### config.mk
export PLATFORM = sky130hd
export DESIGN_NAME = slmc_top
export DESIGN_NICKNAME = d
export VERILOG_FILES = /design/src/slmc_pkg.sv /design/src/slmc_fifo.sv /design/src/slmc_top.sv
export SDC_FILE = /design/constraint.sdc
export NUM_CORES = 1
export LEC_CHECK = 0
export BUFFER_PORTS_ARGS = -buffer_cell sky130_fd_sc_hd__buf_2
export CAP_MARGIN = 20
export CORE_ASPECT_RATIO = 0.5
export CORE_MARGIN = 5
export CORE_UTILIZATION = 59
export CTS_CLUSTER_DIAMETER = 120
export DETAILED_ROUTE_END_ITERATION = 10
export GPL_TIMING_DRIVEN = 0
export PLACE_DENSITY = 0.8
export RECOVER_POWER = 25
export SYNTH_ARGS = -nofsm -noshare
export SYNTH_HDL_FRONTEND = slang
export SYNTH_HIERARCHICAL = 1
export SYNTH_SLANG_ARGS = --single-unit
export TNS_END_PERCENT = 10
### constraint.sdc
create_clock -name mclk_in -period 3.1 [get_ports mclk_in]
set_input_delay 0.31 -clock mclk_in [delete_from_list [all_inputs] [get_ports mclk_in]]
set_output_delay 0.31 -clock mclk_in [all_outputs]
set_load 0.03 [all_outputs]
### src/slmc_pkg.sv
package slmc_pkg;

    // register indices (byte address = index, 8-bit port)
    localparam logic [7:0] ADDR_TEST_PATTERN = 8'h02;
    localparam logic [7:0] ADDR_MF_CTRL      = 8'h03;
    localparam logic [7:0] ADDR_SCRAMBLER    = 8'h05;
    localparam logic [7:0] ADDR_MF_LENGTH    = 8'h06;
    localparam logic [7:0] ADDR_BURST_CTRL   = 8'h17;
    localparam logic [7:0] ADDR_LINK_CTRL    = 8'h00;
    localparam logic [7:0] ADDR_STATUS       = 8'h07;

    localparam logic [7:0] RESET_VALUE = 8'h00;

    // field positions
    localparam int TP_SEL_LSB     = 5;
    localparam int TP_RPAT_BIT    = 4;
    localparam int TP_MASK_BIT    = 3;
    localparam int MF_PRESET_BIT  = 7;
    localparam int MF_VALUE_LSB   = 2;
    localparam int MF_DELAY_LSB   = 0;
    localparam int SCR_EN_BIT     = 7;
    localparam int LC_CUSTOM_K    = 7;
    localparam int LC_SUPPRESS    = 0;

    localparam logic [2:0] TP_NORMAL = 3'h0;
    localparam logic [2:0] TP_D215   = 3'h1;
    localparam logic [2:0] TP_K285   = 3'h2;
    localparam logic [2:0] TP_ILAS   = 3'h3;
    localparam logic [2:0] TP_RPAT   = 3'h4;

    localparam logic [4:0] MF_DEFAULT_K_M1 = 5'h04;
    localparam logic [4:0] MF_SYNC_END     = 5'h1F;
    localparam int         RPAT_LEN        = 12;
    localparam logic [1:0] ILAS_MULTIFRAMES = 2'h3;

    localparam logic [7:0] CH_K285 = 8'hBC;
    localparam logic [7:0] CH_K283 = 8'h7C;
    localparam logic [7:0] CH_K280 = 8'h1C;
    localparam logic [7:0] CH_D215 = 8'hB5;

    typedef enum logic [2:0] {
        ST_IDLE,
        ST_CGS,
        ST_DELAY,
        ST_ILAS,
        ST_DATA
    } slmc_state_e;

    typedef struct packed {
        logic [7:0] data;
        logic       is_k;
    } slmc_sym_s;

    typedef struct packed {
        logic [7:0] addr;
        logic [7:0] wdata;
        logic       wr;
        logic       rd;
    } slmc_bus_s;

endpackage

### src/slmc_fifo.sv
`timescale 1ns/100ps
module slmc_fifo #(
    parameter int WIDTH = 9,
    parameter int DEPTH = 4
) (
    input  wire logic             mclk_in,
    input  wire logic             rst_in,
    input  wire logic             ce_in,
    input  wire logic             in_valid_in,
    output logic                  in_ready_out,
    input  wire logic [WIDTH-1:0] in_data_in,
    output logic                  out_valid_out,
    input  wire logic             out_ready_in,
    output logic      [WIDTH-1:0] out_data_out
);
    localparam int AW = $clog2(DEPTH);

    logic [WIDTH-1:0] mem_q [DEPTH];
    logic [AW-1:0]    wptr_q;
    logic [AW-1:0]    rptr_q;
    logic [AW:0]      count_q;
    logic             push;
    logic             pop;

    assign in_ready_out  = (count_q != (AW+1)'(DEPTH));
    assign out_valid_out = (count_q != '0);
    assign push = in_valid_in && in_ready_out && ce_in;
    assign pop  = out_valid_out && out_ready_in && ce_in;
    assign out_data_out = mem_q[rptr_q];

    always_ff @(posedge mclk_in)
    begin
        if (push)
        begin
            mem_q[wptr_q] <= in_data_in;
        end
    end

    always_ff @(posedge mclk_in or posedge rst_in)
    begin
        if (rst_in)
        begin
            wptr_q  <= '0;
            rptr_q  <= '0;
            count_q <= '0;
        end
        else
        begin
            if (push)
            begin
                wptr_q <= (wptr_q == AW'(DEPTH-1)) ? '0 : wptr_q + 1'b1;
            end
            if (pop)
            begin
                rptr_q <= (rptr_q == AW'(DEPTH-1)) ? '0 : rptr_q + 1'b1;
            end
            count_q <= count_q + (AW+1)'(push) - (AW+1)'(pop);
        end
    end
endmodule

### src/slmc_top.sv
// Local design decision: strobed register access.
`timescale 1ns/100ps
// Overview of operation
// - selector 0/1/2: samples, D21.5, K28.5
// - selector 3: K28.5 then repeated alignment
// - selector 4: twelve-octet RPAT pattern
// - flip RPAT disparity only in mode 4
// - writing mask-clear bit resets multiframe mask
// - preset enable selects programmable start value
// - SYSREF resets counter to zero normally
// - end CGS when counter reaches 31 or the multiframe wraps
// - preset value loaded on SYSREF when enabled
// - delay alignment start zero to three multiframes
// - scrambler enable bit steers scrambling
// - frames per multiframe is field plus one
// - five frames unless custom length enabled
// - suppress bit skips alignment after SYNC
module slmc_top
    import slmc_pkg::*;
(
    input  wire logic             mclk_in,
    input  wire logic             rst_in,
    input  wire logic             ce_in,
    input  wire slmc_pkg::slmc_bus_s bus_in,
    output logic      [7:0]       rdata_out,
    input  wire logic             sync_req_in,
    input  wire logic             sysref_in,
    input  wire logic             frame_tick_in,
    input  wire logic [7:0]       sample_in,
    input  wire logic             sample_valid_in,
    output logic                  sample_ready_out,
    output slmc_pkg::slmc_sym_s   sym_out,
    output logic                  sym_valid_out,
    input  wire logic             sym_ready_in,
    output logic                  scramble_en_out,
    output logic                  rpat_disparity_flip_out,
    output logic                  mf_boundary_out,
    output logic      [4:0]       mf_count_out
);
    import slmc_pkg::*;

    logic [7:0]  tp_q;
    logic [7:0]  mf_q;
    logic [7:0]  scr_q;
    logic [7:0]  len_q;
    logic [7:0]  burst_q;
    logic [7:0]  link_q;
    logic [7:0]  rdata_q;
    logic [4:0]  mf_cnt_q;
    logic        mask_q;
    logic [1:0]  dly_q;
    logic [1:0]  ilas_mf_q;
    logic [3:0]  rpat_idx_q;
    logic        frame_q;
    logic        lead_k_q;
    slmc_state_e state_q;
    slmc_sym_s   sym_d;
    logic        gen_valid;
    logic        fifo_ready;
    logic        adv;
    logic [2:0]  link_test_pattern_sel;
    logic        multiframe_preset_en;
    logic [4:0]  multiframe_preset_value;
    logic [1:0]  align_seq_delay;
    logic        align_seq_suppress;
    logic [4:0]  k_m1;
    logic        mf_wrap;
    logic [4:0]  mf_start;
    logic        slot_is_data;
    logic [7:0]  rpat_oct;
    logic [8:0]  fifo_out;

    assign link_test_pattern_sel   = tp_q[TP_SEL_LSB +: 3];
    assign multiframe_preset_en    = mf_q[MF_PRESET_BIT];
    assign multiframe_preset_value = mf_q[MF_VALUE_LSB +: 5];
    assign align_seq_delay         = mf_q[MF_DELAY_LSB +: 2];
    assign align_seq_suppress      = link_q[LC_SUPPRESS];
    // stall generation whenever the fifo is full
    assign adv = ce_in && fifo_ready;

    always_ff @(posedge mclk_in or posedge rst_in)
    begin
        if (rst_in)
        begin
            tp_q    <= RESET_VALUE;
            mf_q    <= RESET_VALUE;
            scr_q   <= RESET_VALUE;
            len_q   <= RESET_VALUE;
            burst_q <= RESET_VALUE;
            link_q  <= RESET_VALUE;
        end
        else if (ce_in && bus_in.wr)
        begin
            unique case (bus_in.addr)
                ADDR_TEST_PATTERN: tp_q    <= bus_in.wdata & 8'hF8;
                ADDR_MF_CTRL:      mf_q    <= bus_in.wdata;
                ADDR_SCRAMBLER:    scr_q   <= bus_in.wdata & 8'h80;
                ADDR_MF_LENGTH:    len_q   <= bus_in.wdata & 8'h1F;
                ADDR_BURST_CTRL:   burst_q <= bus_in.wdata & 8'hD8;
                ADDR_LINK_CTRL:    link_q  <= bus_in.wdata & 8'h81;
                default:           ;
            endcase
        end
    end

    always_ff @(posedge mclk_in or posedge rst_in)
    begin
        if (rst_in)
        begin
            rdata_q <= 8'h00;
        end
        else if (ce_in)
        begin
            rdata_q <= 8'h00;
            if (bus_in.rd)
            begin
                unique case (bus_in.addr)
                    ADDR_TEST_PATTERN: rdata_q <= tp_q;
                    ADDR_MF_CTRL:      rdata_q <= mf_q;
                    ADDR_SCRAMBLER:    rdata_q <= scr_q;
                    ADDR_MF_LENGTH:    rdata_q <= len_q;
                    ADDR_BURST_CTRL:   rdata_q <= burst_q;
                    ADDR_LINK_CTRL:    rdata_q <= link_q;
                    ADDR_STATUS:       rdata_q <= {mf_cnt_q, mask_q,
                                                   state_q == ST_DATA,
                                                   state_q == ST_CGS};
                    default:           rdata_q <= 8'h00;
                endcase
            end
        end
    end
    assign rdata_out = rdata_q;

    assign scramble_en_out = scr_q[SCR_EN_BIT];
    assign rpat_disparity_flip_out = tp_q[TP_RPAT_BIT] &&
                                     (link_test_pattern_sel == TP_RPAT);

    assign k_m1 = link_q[LC_CUSTOM_K] ? len_q[4:0] : MF_DEFAULT_K_M1;
    assign mf_wrap = frame_tick_in && (mf_cnt_q >= k_m1);
    assign mf_start = multiframe_preset_en ? multiframe_preset_value : 5'h00;

    always_ff @(posedge mclk_in or posedge rst_in)
    begin
        if (rst_in)
        begin
            mask_q <= 1'b0;
        end
        else if (ce_in)
        begin
            // a sysref in the clearing cycle keeps the mask set
            if (sysref_in)
            begin
                mask_q <= 1'b1;
            end
            else if (bus_in.wr && bus_in.addr == ADDR_TEST_PATTERN &&
                     bus_in.wdata[TP_MASK_BIT])
            begin
                mask_q <= 1'b0;
            end
        end
    end

    always_ff @(posedge mclk_in or posedge rst_in)
    begin
        if (rst_in)
        begin
            mf_cnt_q <= 5'h00;
            frame_q  <= 1'b0;
        end
        else if (ce_in)
        begin
            frame_q <= mf_wrap;
            if (sysref_in)
            begin
                mf_cnt_q <= mf_start;
            end
            else if (frame_tick_in)
            begin
                mf_cnt_q <= mf_wrap ? 5'h00 : mf_cnt_q + 5'h01;
            end
        end
    end
    assign mf_count_out    = mf_cnt_q;
    assign mf_boundary_out = frame_q;

    always_ff @(posedge mclk_in or posedge rst_in)
    begin
        if (rst_in)
        begin
            state_q   <= ST_IDLE;
            dly_q     <= 2'h0;
            ilas_mf_q <= 2'h0;
        end
        else if (ce_in)
        begin
            if (sync_req_in)
            begin
                state_q <= ST_CGS;
            end
            else
            begin
                unique case (state_q)
                    ST_IDLE: state_q <= ST_DATA;
                    ST_CGS:
                    begin
                        // suppress alignment
                        // short multiframes never reach 31, so wrap ends it
                        if (mf_cnt_q == MF_SYNC_END || mf_wrap)
                        begin
                            dly_q   <= align_seq_delay;
                            state_q <= align_seq_suppress ? ST_DATA :
                                       (align_seq_delay != 2'h0) ? ST_DELAY
                                                                 : ST_ILAS;
                            ilas_mf_q <= 2'h0;
                        end
                    end
                    ST_DELAY:
                    begin
                        if (mf_wrap)
                        begin
                            dly_q <= dly_q - 2'h1;
                            if (dly_q == 2'h1)
                            begin
                                state_q <= ST_ILAS;
                            end
                        end
                    end
                    ST_ILAS:
                    begin
                        if (mf_wrap)
                        begin
                            ilas_mf_q <= ilas_mf_q + 2'h1;
                            if (ilas_mf_q == ILAS_MULTIFRAMES)
                            begin
                                state_q <= ST_DATA;
                            end
                        end
                    end
                    ST_DATA: state_q <= ST_DATA;
                endcase
            end
        end
    end

    always_comb
    begin
        unique case (rpat_idx_q)
            4'h0:    rpat_oct = 8'hBE;
            4'h1:    rpat_oct = 8'hD7;
            4'h2:    rpat_oct = 8'h23;
            4'h3:    rpat_oct = 8'h47;
            4'h4:    rpat_oct = 8'h6B;
            4'h5:    rpat_oct = 8'h8F;
            4'h6:    rpat_oct = 8'hB3;
            4'h7:    rpat_oct = 8'h14;
            4'h8:    rpat_oct = 8'h5E;
            4'h9:    rpat_oct = 8'hFB;
            4'hA:    rpat_oct = 8'h35;
            4'hB:    rpat_oct = 8'h59;
            default: rpat_oct = 8'h00;
        endcase
    end

    always_ff @(posedge mclk_in or posedge rst_in)
    begin
        if (rst_in)
        begin
            rpat_idx_q <= 4'h0;
        end
        else if (adv && link_test_pattern_sel == TP_RPAT)
        begin
            rpat_idx_q <= (rpat_idx_q == 4'(RPAT_LEN - 1)) ? 4'h0
                                                           : rpat_idx_q + 4'h1;
        end
    end

    // one k28.5 leads the repeated alignment
    always_ff @(posedge mclk_in or posedge rst_in)
    begin
        if (rst_in)
        begin
            lead_k_q <= 1'b0;
        end
        else if (ce_in)
        begin
            if (bus_in.wr && bus_in.addr == ADDR_TEST_PATTERN)
            begin
                lead_k_q <= (bus_in.wdata[TP_SEL_LSB +: 3] == TP_ILAS);
            end
            else if (fifo_ready)
            begin
                lead_k_q <= 1'b0;
            end
        end
    end

    assign slot_is_data = (state_q == ST_DATA) &&
                          (link_test_pattern_sel == TP_NORMAL);
    assign sample_ready_out = slot_is_data && fifo_ready && ce_in;

    always_comb
    begin
        sym_d     = '{data: sample_in, is_k: 1'b0};
        gen_valid = 1'b1;
        unique case (link_test_pattern_sel)
            TP_D215: sym_d = '{data: CH_D215, is_k: 1'b0};
            TP_K285: sym_d = '{data: CH_K285, is_k: 1'b1};
            TP_ILAS:
            begin
                if (state_q == ST_CGS || lead_k_q)
                begin
                    sym_d = '{data: CH_K285, is_k: 1'b1};
                end
                else
                begin
                    sym_d = '{data: (frame_tick_in ? CH_K280 : CH_K283),
                              is_k: 1'b1};
                end
            end
            TP_RPAT: sym_d = '{data: rpat_oct, is_k: 1'b0};
            default:
            begin
                if (state_q == ST_CGS || state_q == ST_DELAY)
                begin
                    sym_d = '{data: CH_K285, is_k: 1'b1};
                end
                else if (state_q == ST_ILAS)
                begin
                    sym_d = '{data: (frame_tick_in ? CH_K280 : CH_K283),
                              is_k: 1'b1};
                end
                else
                begin
                    gen_valid = sample_valid_in && state_q == ST_DATA;
                end
            end
        endcase
    end

    // four entries ride out a half-rate receiver before stalling
    slmc_fifo #(
        .WIDTH (9),
        .DEPTH (4)
    ) u_fifo (
        .mclk_in       (mclk_in),
        .rst_in        (rst_in),
        .ce_in         (ce_in),
        .in_valid_in   (gen_valid),
        .in_ready_out  (fifo_ready),
        .in_data_in    (sym_d),
        .out_valid_out (sym_valid_out),
        .out_ready_in  (sym_ready_in),
        .out_data_out  (fifo_out)
    );
    assign sym_out = fifo_out;
endmodule

Word-level counts from Yosys, hierarchy flattened
Memory sizes are Yosys's and may differ from the RTL's.
Cells that the tools add are included.
- add/sub/neg operators: 8
- $lt $le $gt $ge: 1
- eq/ne operators: 30
- mux-type cells: 39
- bitwise gates (word level): 1
- reductions and logical operators: 42
- operator list (kind ; number):
    case mux 8 bit (7 select lines) ; 1
    case mux 9 bit (4 select lines) ; 1
    2-to-1 mux 9 bit ; 3
    2-to-1 mux 5 bit ; 5
    == test 8 x 3 -> 1 bit (second input constant) ; 3
    2-to-1 mux 3 bit ; 7
    inequality test 3 bit (second input constant) ; 6
    AND reduction 2 bit ; 9
    == test 8 x 2 -> 1 bit (second input constant) ; 2
    == test 3 x 2 -> 1 bit (second input constant) ; 5
    logical AND 1 bit ; 15
    2-to-1 mux 2 bit ; 6
    case mux 3 bit (4 select lines) ; 1
    nonzero test 2 bit ; 6
    2-to-1 mux 1 bit ; 10
    AND reduction 5 bit ; 2
    == test 8 x 5 -> 1 bit (second input constant) ; 1
    logical NOT 8 bit ; 1
    2-to-1 mux 8 bit ; 1
    case mux 2 bit (2 select lines) ; 2
    2-to-1 mux 7 bit ; 1
    adder 2 x 1 -> 2 bit (second input constant) ; 3
    == test 2 bit (second input constant) ; 3
    == test 3 x 1 -> 1 bit (second input constant) ; 2
    other kinds (19) ; 25
- register bits: 59
- memory bits (writable): 36
- ROM bits: 128
- input bits: 34
- output and inout bits: 27
- logic and storage cells: 141
- memories: 2
- memories (memory ; words ; width ; rd ports ; clocked after Yosys merged registers in ; write ports ; line ; text):
    (no name shown) ; 16 ; 8 ; 1 ; 0 ; 0 ; slmc_top.sv:247 ; unique case (rpat_idx_q)
    u_fifo.mem_q ; 4 ; 9 ; 1 ; 0 ; 1 ; slmc_fifo.sv:18 ; logic [WIDTH-1:0] mem_q [DEPTH];

Longest topological paths before layout
Gate-level depths: netlist of the first run.
- word-level depth: 9
- mapped depth: 15
- depth with buffers taken out: 14

Cells and area by module
Netlist of the first run, hierarchy kept.
- modules (own cells, without submodules) (module ; instances ; cells each ; area an instance (um^2)):
    slmc_top ; 1 ; 395 ; 3588.4
    slmc_fifo ; 1 ; 88 ; 1751.7

Worst setup path after synthesis of the first run
OpenSTA, ideal clock, no wires.
- path kind: reg2reg
- start: register state_q[0]
- end: register u_fifo.count_q[2]
- library setup time: 125 ps
- arrival time: 2633 ps
- required time: 2975 ps
- path slack: 342 ps
- stages on the path, launching flop included: 16
- path buffers: 1
- clock period less this slack: 2758 ps
- path through: dfrtp_1 > buf_2 > nor2_1 > or2_2 > and2_1 > nand2_1 > nand2_1 > a21oi_2 > inv_1 > ha_1 > inv_1 > ha_1 > inv_1 > fa_1 > xnor2_1 > xnor2_1
- word-level cells in the longest chain between the ends: 9
- ends and longest elaborated chain (element ; line ; text):
    start: declaration ; slmc_top.sv:56 ; slmc_state_e state_q;
    start signal: assignment ; slmc_top.sv:211 ; state_q <= align_seq_suppress ? ST_DATA :
    == test 3 bit ; slmc_top.sv:334 ; gen_valid = sample_valid_in && state_q == ST_DATA;
    logical AND 1 bit ; slmc_top.sv:334 ;
    2-to-1 mux 1 bit ; slmc_top.sv:327 ; else if (state_q == ST_ILAS)
    2-to-1 mux 1 bit (*) ; slmc_top.sv:323 ; if (state_q == ST_CGS || state_q == ST_DELAY)
    2-to-1 mux 1 bit (*) ; slmc_top.sv:305 ; unique case (link_test_pattern_sel)
    net gen_valid ; slmc_top.sv:58 ; logic gen_valid;
    logical AND 1 bit (*) (2 in a row) ; slmc_fifo.sv:27 ; assign push = in_valid_in && in_ready_out && ce_in;
    adder 3 x 1 -> 3 bit (*) ; slmc_fifo.sv:57 ; count_q <= count_q + (AW+1)'(push) - (AW+1)'(pop);
    subtractor 3 x 1 -> 3 bit (*) ; slmc_fifo.sv:57 ;
    end signal: assignment ; slmc_fifo.sv:57 ;
    end: declaration ; slmc_fifo.sv:21 ; logic [AW:0] count_q;
The timed path passes the listed nets; every way through them passes the cells marked *.
A chain may end at the register's enable or synchronous reset.

Worst setup path after layout of the first run
- start: register state_q[1]
- end: register u_fifo.count_q[2]
Same word-level chain as after synthesis.

==> results of run 1 <==
-- worst max-delay path, stage by stage, from the launching register on --
cell     delay (ps)
dfrtp_1         320
buf_2           220
nor2_2          120
or2_2           340
and2_1          200
nand2_1          70
nand2_1         110
a21oi_4         170
inv_1            60
ha_1            280
inv_1            50
ha_1            140
inv_1            50
fa_1            400
xnor2_2         150
xnor2_1         140
-- cell usage after synthesis (all sizes together), types with 2 or more instances --
cell	count
nand2	38
o22a	2
a32oi	6
o22ai	12
nand3	16
a31oi	6
a211oi	2
and3	6
a21o	5
and2	9
a21oi	20
nor2	24
o21ai	28
clkbuf	16
mux2	34
o21a	2
nand4	5
nand4b	4
buf	10
mux4	9
nor4b	2
edfxtp	36
nand2b	7
mux2i	6
nor3b	2
inv	31
o211ai	3
a22o	3
nor3	11
a22oi	8
dfrtp	59
nor2b	9
or3	2
xnor2	3
ha	24
-- layout make-up --
type	count	share of cell area, %
Multi-Input combinational cell	331	42.21
Clock buffer	9	3.698
Inverter	31	1.910
Clock inverter	7	1.048
Sequential cell	95	42.01
Buffer	23	1.869
Tap cell	117	2.403
Timing Repair Buffer	59	4.848
-- cell families (layout without fill, tap and decap cells) --
kind of cell             after synthesis  after routing  synth area share [%]
flip-flops                            95             95                 47.89
XOR/XNOR                               4              4                0.6562
multiplexers                          49             49                 12.79
adder cells (fa/ha/maj)               25             25                 5.998
AND/OR/NAND/NOR                      142            142                 14.48
AO/OA/AOI/OAI                        111            111                 13.75
buffers and inverters                 57            129                 4.428
-- sequential cells by signal, summed over array words and instances, names as in the netlist, 2 cells and up --
| name | count |
|---|---|
| state_q | 3 |
| mf_q | 8 |
| u_fifo/count_q | 3 |
| len_q | 5 |
| tp_q | 5 |
| link_q | 2 |
| u_fifo/wptr_q | 2 |
| rpat_idx_q | 4 |
| u_fifo/mem_q | 36 |
| burst_q | 4 |
| u_fifo/rptr_q | 2 |
| dly_q | 2 |
| mf_count_out | 5 |
| rdata_out | 8 |
| ilas_mf_q | 2 |
-- cell usage in the layout (no fill, tap or decap), types with 6 or more instances in the layout --
| master | count |
|---|---|
| dfrtp_1 | 58 |
| buf_2 | 48 |
| nand2_1 | 38 |
| edfxtp_1 | 36 |
| inv_1 | 31 |
| clkbuf_1 | 26 |
| o21ai_0 | 25 |
| ha_1 | 24 |
| nor2_1 | 22 |
| mux2_2 | 20 |
| a21oi_1 | 19 |
| nand3_1 | 13 |
| o22ai_1 | 12 |
| nor3_1 | 11 |
| mux2_4 | 10 |
| nor2b_1 | 9 |
| clkbuf_16 | 9 |
| mux4_2 | 9 |
| and2_1 | 8 |
| a22oi_1 | 8 |
| nand2b_1 | 6 |
| mux2i_1 | 6 |
| a32oi_1 | 6 |
| a31oi_1 | 6 |
-- per-stage QoR --
step                power (uW)  hold WS, ps
floorplan                 2547        113.4
global placement          2820        268.0
detailed placement        2865        274.5
CTS                       3951        218.2
global route              4202        230.4
finish                    3974        231.0
-- power breakdown --
part / switching [uW] / internal [uW] / leakage, uW
registers: 132 / 1490 / 0.00104
logic: 754 / 527 / 0.00135
clock network: 459 / 616 / 0.000133
total: 1350 / 2630 / 0.00252
-- worst max path at each step --
stage / startpoint / end / slack [ps] / depth (start not counted)
final: state_q[1] / u_fifo/count_q[2] / 150 / 15
after global routing: state_q[0] / u_fifo/count_q[2] / -30 / 15
after CTS: state_q[0] / u_fifo/count_q[2] / 20 / 15
after detailed placement: tp_q[5] / u_fifo/count_q[2] / -50 / 15
after global placement: tp_q[5] / u_fifo/count_q[2] / -3 / 15
after floorplan: state_q[0] / u_fifo/count_q[2] / 340 / 15
-- per-layer routing --
layer	GRT usage, %	share of wire (%)	vias up
li1	-	-	1922
met1	31.19	46	1962
met2	37.86	48	118
met3	4.848	5.1	12
met4	5.773	1.1	0
met5	0	0	-
-- repair_timing --
item	4_1_cts	5_1_grt
endpoints found under the hold margin	7	0
resized for setup	2	6
buffers inserted	0	1
hold buffers	1	0
endpoints found under the setup margin	1	1
==> metrics, run 1 <==
status=complete, no violations; final worst path period need=2954 ps; Final HPWL DP=a little under 9000 microns; GRT Residual Overflow=0; Yosys reg bits=95; Synth cell types=just over 70; vias in the first global route=3988; per-cell routed wire length=~18 microns; FILL cells=660; Worst Hold Depth=2; Worst Hold Endpoint=mf_q[1]; Worst R2R Setup Slack=150 ps; Max clock buf depth=2; Post-synth EDFFs=36; Clock Skews=5.481 ps; Setup CP Type=flop to flop; Yosys top cell area share=27.65%; num rows=24; total of max-cap violations=0; sequential area share after synthesis=a little under half; Synth Flop Type=dfrtp_1; Antenna Violating Nets Remaining=0; worst vdd ir=between 300 and 400 uV; Worst Setup Start Kind=flop; HP Start=bus_in[3]; H-tree levels=3; Yosys top cell by area=dfrtp_1; routed wire length=about 12000 microns; ys async rst share=between 60 and 70%; worst r2r dst=u_fifo/count_q[2]; CP endpoint kind=flop; Core Area=0.008768 sq mm; Net count, final=around 610; Cell Area, Synth=0.005340 sq mm; synthesis-to-layout area growth=14.06%; final instance area=a little over 0.006 sq mm; worst-path maximum fanout=10; Initial DRC Count=between 200 and 300; Max Slew Vio Count=0; clk sink count=95; Initial Util=between 60 and 70%; Hold Crit Class=primary input to flop; drt drc=0; final std cells w/o fill=672; Net Count, Synth=roughly 540; final setup fails=0; port bufs=56; maximum clock frequency=338.6 MHz; largest net degree at the start of global routing=28; CTS buffer count=9; antenna violations before repair=0; share of cells above drive strength 1=22.16%; mean number of vias per cell=~6; first drt pass iteration count=5; Worst R2R Start=state_q[1]; dominant cells by area after synthesis=dfrtp_1 28%, edfxtp_1 20%, ha_1 5.6%, mux2_2 4.2%, mux4_2 3.8%; reg2reg path depth=15; Synth Instances=between 400 and 500; via count=4014; period utilization=between 90% and 100%; GRT Total Usage=22.99%; Rel. slew slack=between 20% and 30%; height of the die=between 70 and 80 microns; clock-pin slew on the worst setup and hold paths=around 60 ps; fin worst setup slack=146.3 ps; latest clock arrival within the worst-skew pair=~350 ps; die width=144.5 microns; ANT cells=0; Worst EP arrival=~3200 ps; Syn. warnings=6; GPL Wtd Cong=slightly below 0.9; setup TNS=0 ps; mean post-synth cell area=roughly 11 sq um; die area=about 0.011 sq mm; Placed Instances=~660; multi-input logic area=0.002571 sq mm; Seq. cell area=about 0.0026 sq mm; placed cell areas=between 0.005 and 0.006 sq mm; Static Leak=between 0.002 and 0.003 uW; IO Pins=61; global-route wire length before repair=between 20000 and 25000 microns; pwr/cell area=roughly 650 mW/mm^2; final hold vios=0; Final Util=slightly below 70%; Least-Margin Pin Slew=~1200 ps; CTS root buf=clkbuf_16; TritonCTS clock tree=yes; pre-CTS setup slack=-54.69 ps; CP required=about 3300 ps
Note: power is estimated with default switching activity, not from simulation.
==> run 2, diff against run 1 <==
--- a/config.mk
+++ b/config.mk
@@ -14,7 +14,6 @@
 export DETAILED_ROUTE_END_ITERATION = 10
 export GPL_TIMING_DRIVEN = 0
 export PLACE_DENSITY = 0.8
-export RECOVER_POWER = 25
 export SYNTH_ARGS = -nofsm -noshare
 export SYNTH_HDL_FRONTEND = slang
 export SYNTH_HIERARCHICAL = 1
==> metrics, run 2 (same netlist as run 1, synthesis figures left out) <==
final std cells w/o fill=~670; antenna violations before repair=0; Worst Setup Start Kind=flop; die area=between 0.01 and 0.015 sq mm; Placed Instances=~660; Worst R2R Setup Slack=between 100 and 150 ps; final hold vios=0; Max Slew Vio Count=0; power share of the combinational group=32.3%; num rows=24; pre-CTS setup slack=-54.69 ps; delay-heaviest family, CP=simple AND/OR/NAND/NOR gates; final setup fails=0; Sw Share=33.82%; Static Leak=~0.0026 uW; slowest cell delay on critical path=around 400 ps; Initial Util=a little over 60%; Worst Hold Endpoint=mf_q[1]; first drt pass iteration count=4; Initial DRC Count=approximately 260; CP bufs+invs=4; Antenna Violating Nets Remaining=0; clk sink count=95; reg2reg path depth=15; CP endpoint kind=flop; Worst R2R Start=state_q[1]; clock-pin slew on the worst setup and hold paths=about 60 ps; per-cell routed wire length=about 18 microns; placed cell areas=0.005787 sq mm; routed wire length=about 12000 microns; latest clock arrival within the worst-skew pair=350 ps; port bufs=between 50 and 60; Worst EP arrival=3180 ps; ANT cells=0; crit path from=state_q[1]; switching pwr=~1300 uW; largest net degree at the start of global routing=28; max FFs per register=36; fin worst setup slack=between 100 and 150 ps; M3 GR Usage=under 10%; worst vdd ir=about 380 uV; Core Area=~0.009 sq mm; CTS buffer count=9; cell mode on critical path=inv_1; pwr/cell area=between 600 and 700 mW/mm^2; Seq pwr share=about two fifths; Setup CP Type=flop to flop; final worst path period need=between 2000 and 3000 ps; vias in the first global route=roughly 4000; busiest layer in global routing=met2; global-route wire length before repair=20070 microns; Max clock buf depth=2; CTS root buf=clkbuf_16; met1 track demand over resource=31.19%; share of cells above drive strength 1=24.86%; CP required=roughly 3300 ps; TritonCTS clock tree=yes; H-tree levels=3; status=complete, no violations; worst r2r dst=u_fifo/count_q[2]; via count=approximately 4000; clock share of power=27.0%; maximum clock frequency=337.6 MHz; mean number of vias per cell=around 5.9; die width=about 140 microns; GRT Total Usage=about 23%; Int Pwr=~2600 uW; slowest CP cell=fa_1; drt drc=0; Worst Hold Depth=2; total of max-cap violations=0; period utilization=a little over nine tenths; Cell Chain, Critical Path=buf_2 -> nor2_2 -> or2_2 -> and2_1 -> nand2_1 -> nand2_1 -> a21oi_4 -> inv_1 -> ha_1 -> inv_1 -> ha_1 -> inv_1 -> fa_1 -> xnor2_2 -> xnor2_1; Least-Margin Pin Slew=around 600 ps; most frequent cells in the layout=61 x buf_2, 58 x dfrtp_1, 38 x nand2_1; IO Pins=between 60 and 70; synthesis-to-layout area growth=14.50%; final instance area=around 0.0061 sq mm; setup TNS=0 ps; most common cell after layout, fill and taps aside=buf_2; height of the die=a little under 80 microns; GRT met2 Usage=~38%; HP Start=bus_in[3]; GPL Wtd Cong=0.8893; Net count, final=just over 600; Top reg by flops=u_fifo/mem_q; worst-path maximum fanout=10; Hold Crit Class=primary input to flop; Rel. slew slack=59.11%; GRT Residual Overflow=0; Clock Skews=between 5 and 6 ps; Final HPWL DP=slightly below 9000 microns
==> run 2: cell count changes in the layout (fill, tap and decap cells not counted), sizes merged <==
cell / before / now
buf: 54 / 68
clkbuf: 35 / 22
dlymetal6s4s: 1 / 0
==> run 2: routing by layer <==
layer | part of all wire, % | vias up
met5 | 0 | -
met3 | 5.9 | 12
met4 | 1.1 | 0
met2 | 48 | 121
met1 | 45 | 1930
li1 | - | 1920
==> run 2: cell type report <==
cell class                      instances  area, sq um
Fill cell                             654         2654
Clock inverter                          7        63.81
Timing Repair Buffer                   59        317.8
Tap cell                              117        146.4
Clock buffer                            9        225.2
Buffer                                 23        115.1
Inverter                               31        116.4
Multi-Input combinational cell        331         2571
Sequential cell                        95         2559
==> run 2: power by group through the flow <==
stage | registers, uW | clock network, uW | logic, uW
after global placement | 1620 | 0 | 1200
final | 1620 | 1070 | 1290
after CTS | 1610 | 1090 | 1250
after detailed placement | 1620 | 0 | 1240
after floorplan | 1610 | 0 | 938
after global routing | 1640 | 1140 | 1420
==> run 2: what timing repair did <==
item | 4_1_cts | 5_1_grt
hold buffers | 1 | 0
endpoints found under the setup margin | 1 | 1
setup buffers | 0 | 1
gates resized for setup | 2 | 6
pin swaps | 0 | 0
endpoints found under the hold margin | 7 | 0
==> run 2: worst max-delay path by stage <==
stage	cells after the start	endpoint	slack (ps)
after floorplan	15	u_fifo/count_q[2]	340
after detailed placement	15	u_fifo/count_q[2]	-50
after global routing	15	u_fifo/count_q[2]	-30
final	15	u_fifo/count_q[2]	140
after global placement	15	u_fifo/count_q[2]	-3
after CTS	15	u_fifo/count_q[2]	20
==> run 2: metrics by stage <==
step | util [%] | hold WS (ps) | power [uW]
2_1_floorplan | - | 113.4 | 2547
3_3_place_gp | 65.77 | 268.0 | 2820
3_5_place_dp | 66.00 | 274.5 | 2865
4_1_cts | 69.42 | 218.2 | 3951
5_1_grt | 69.73 | 230.4 | 4205
6_report | 69.73 | 232.9 | 3977
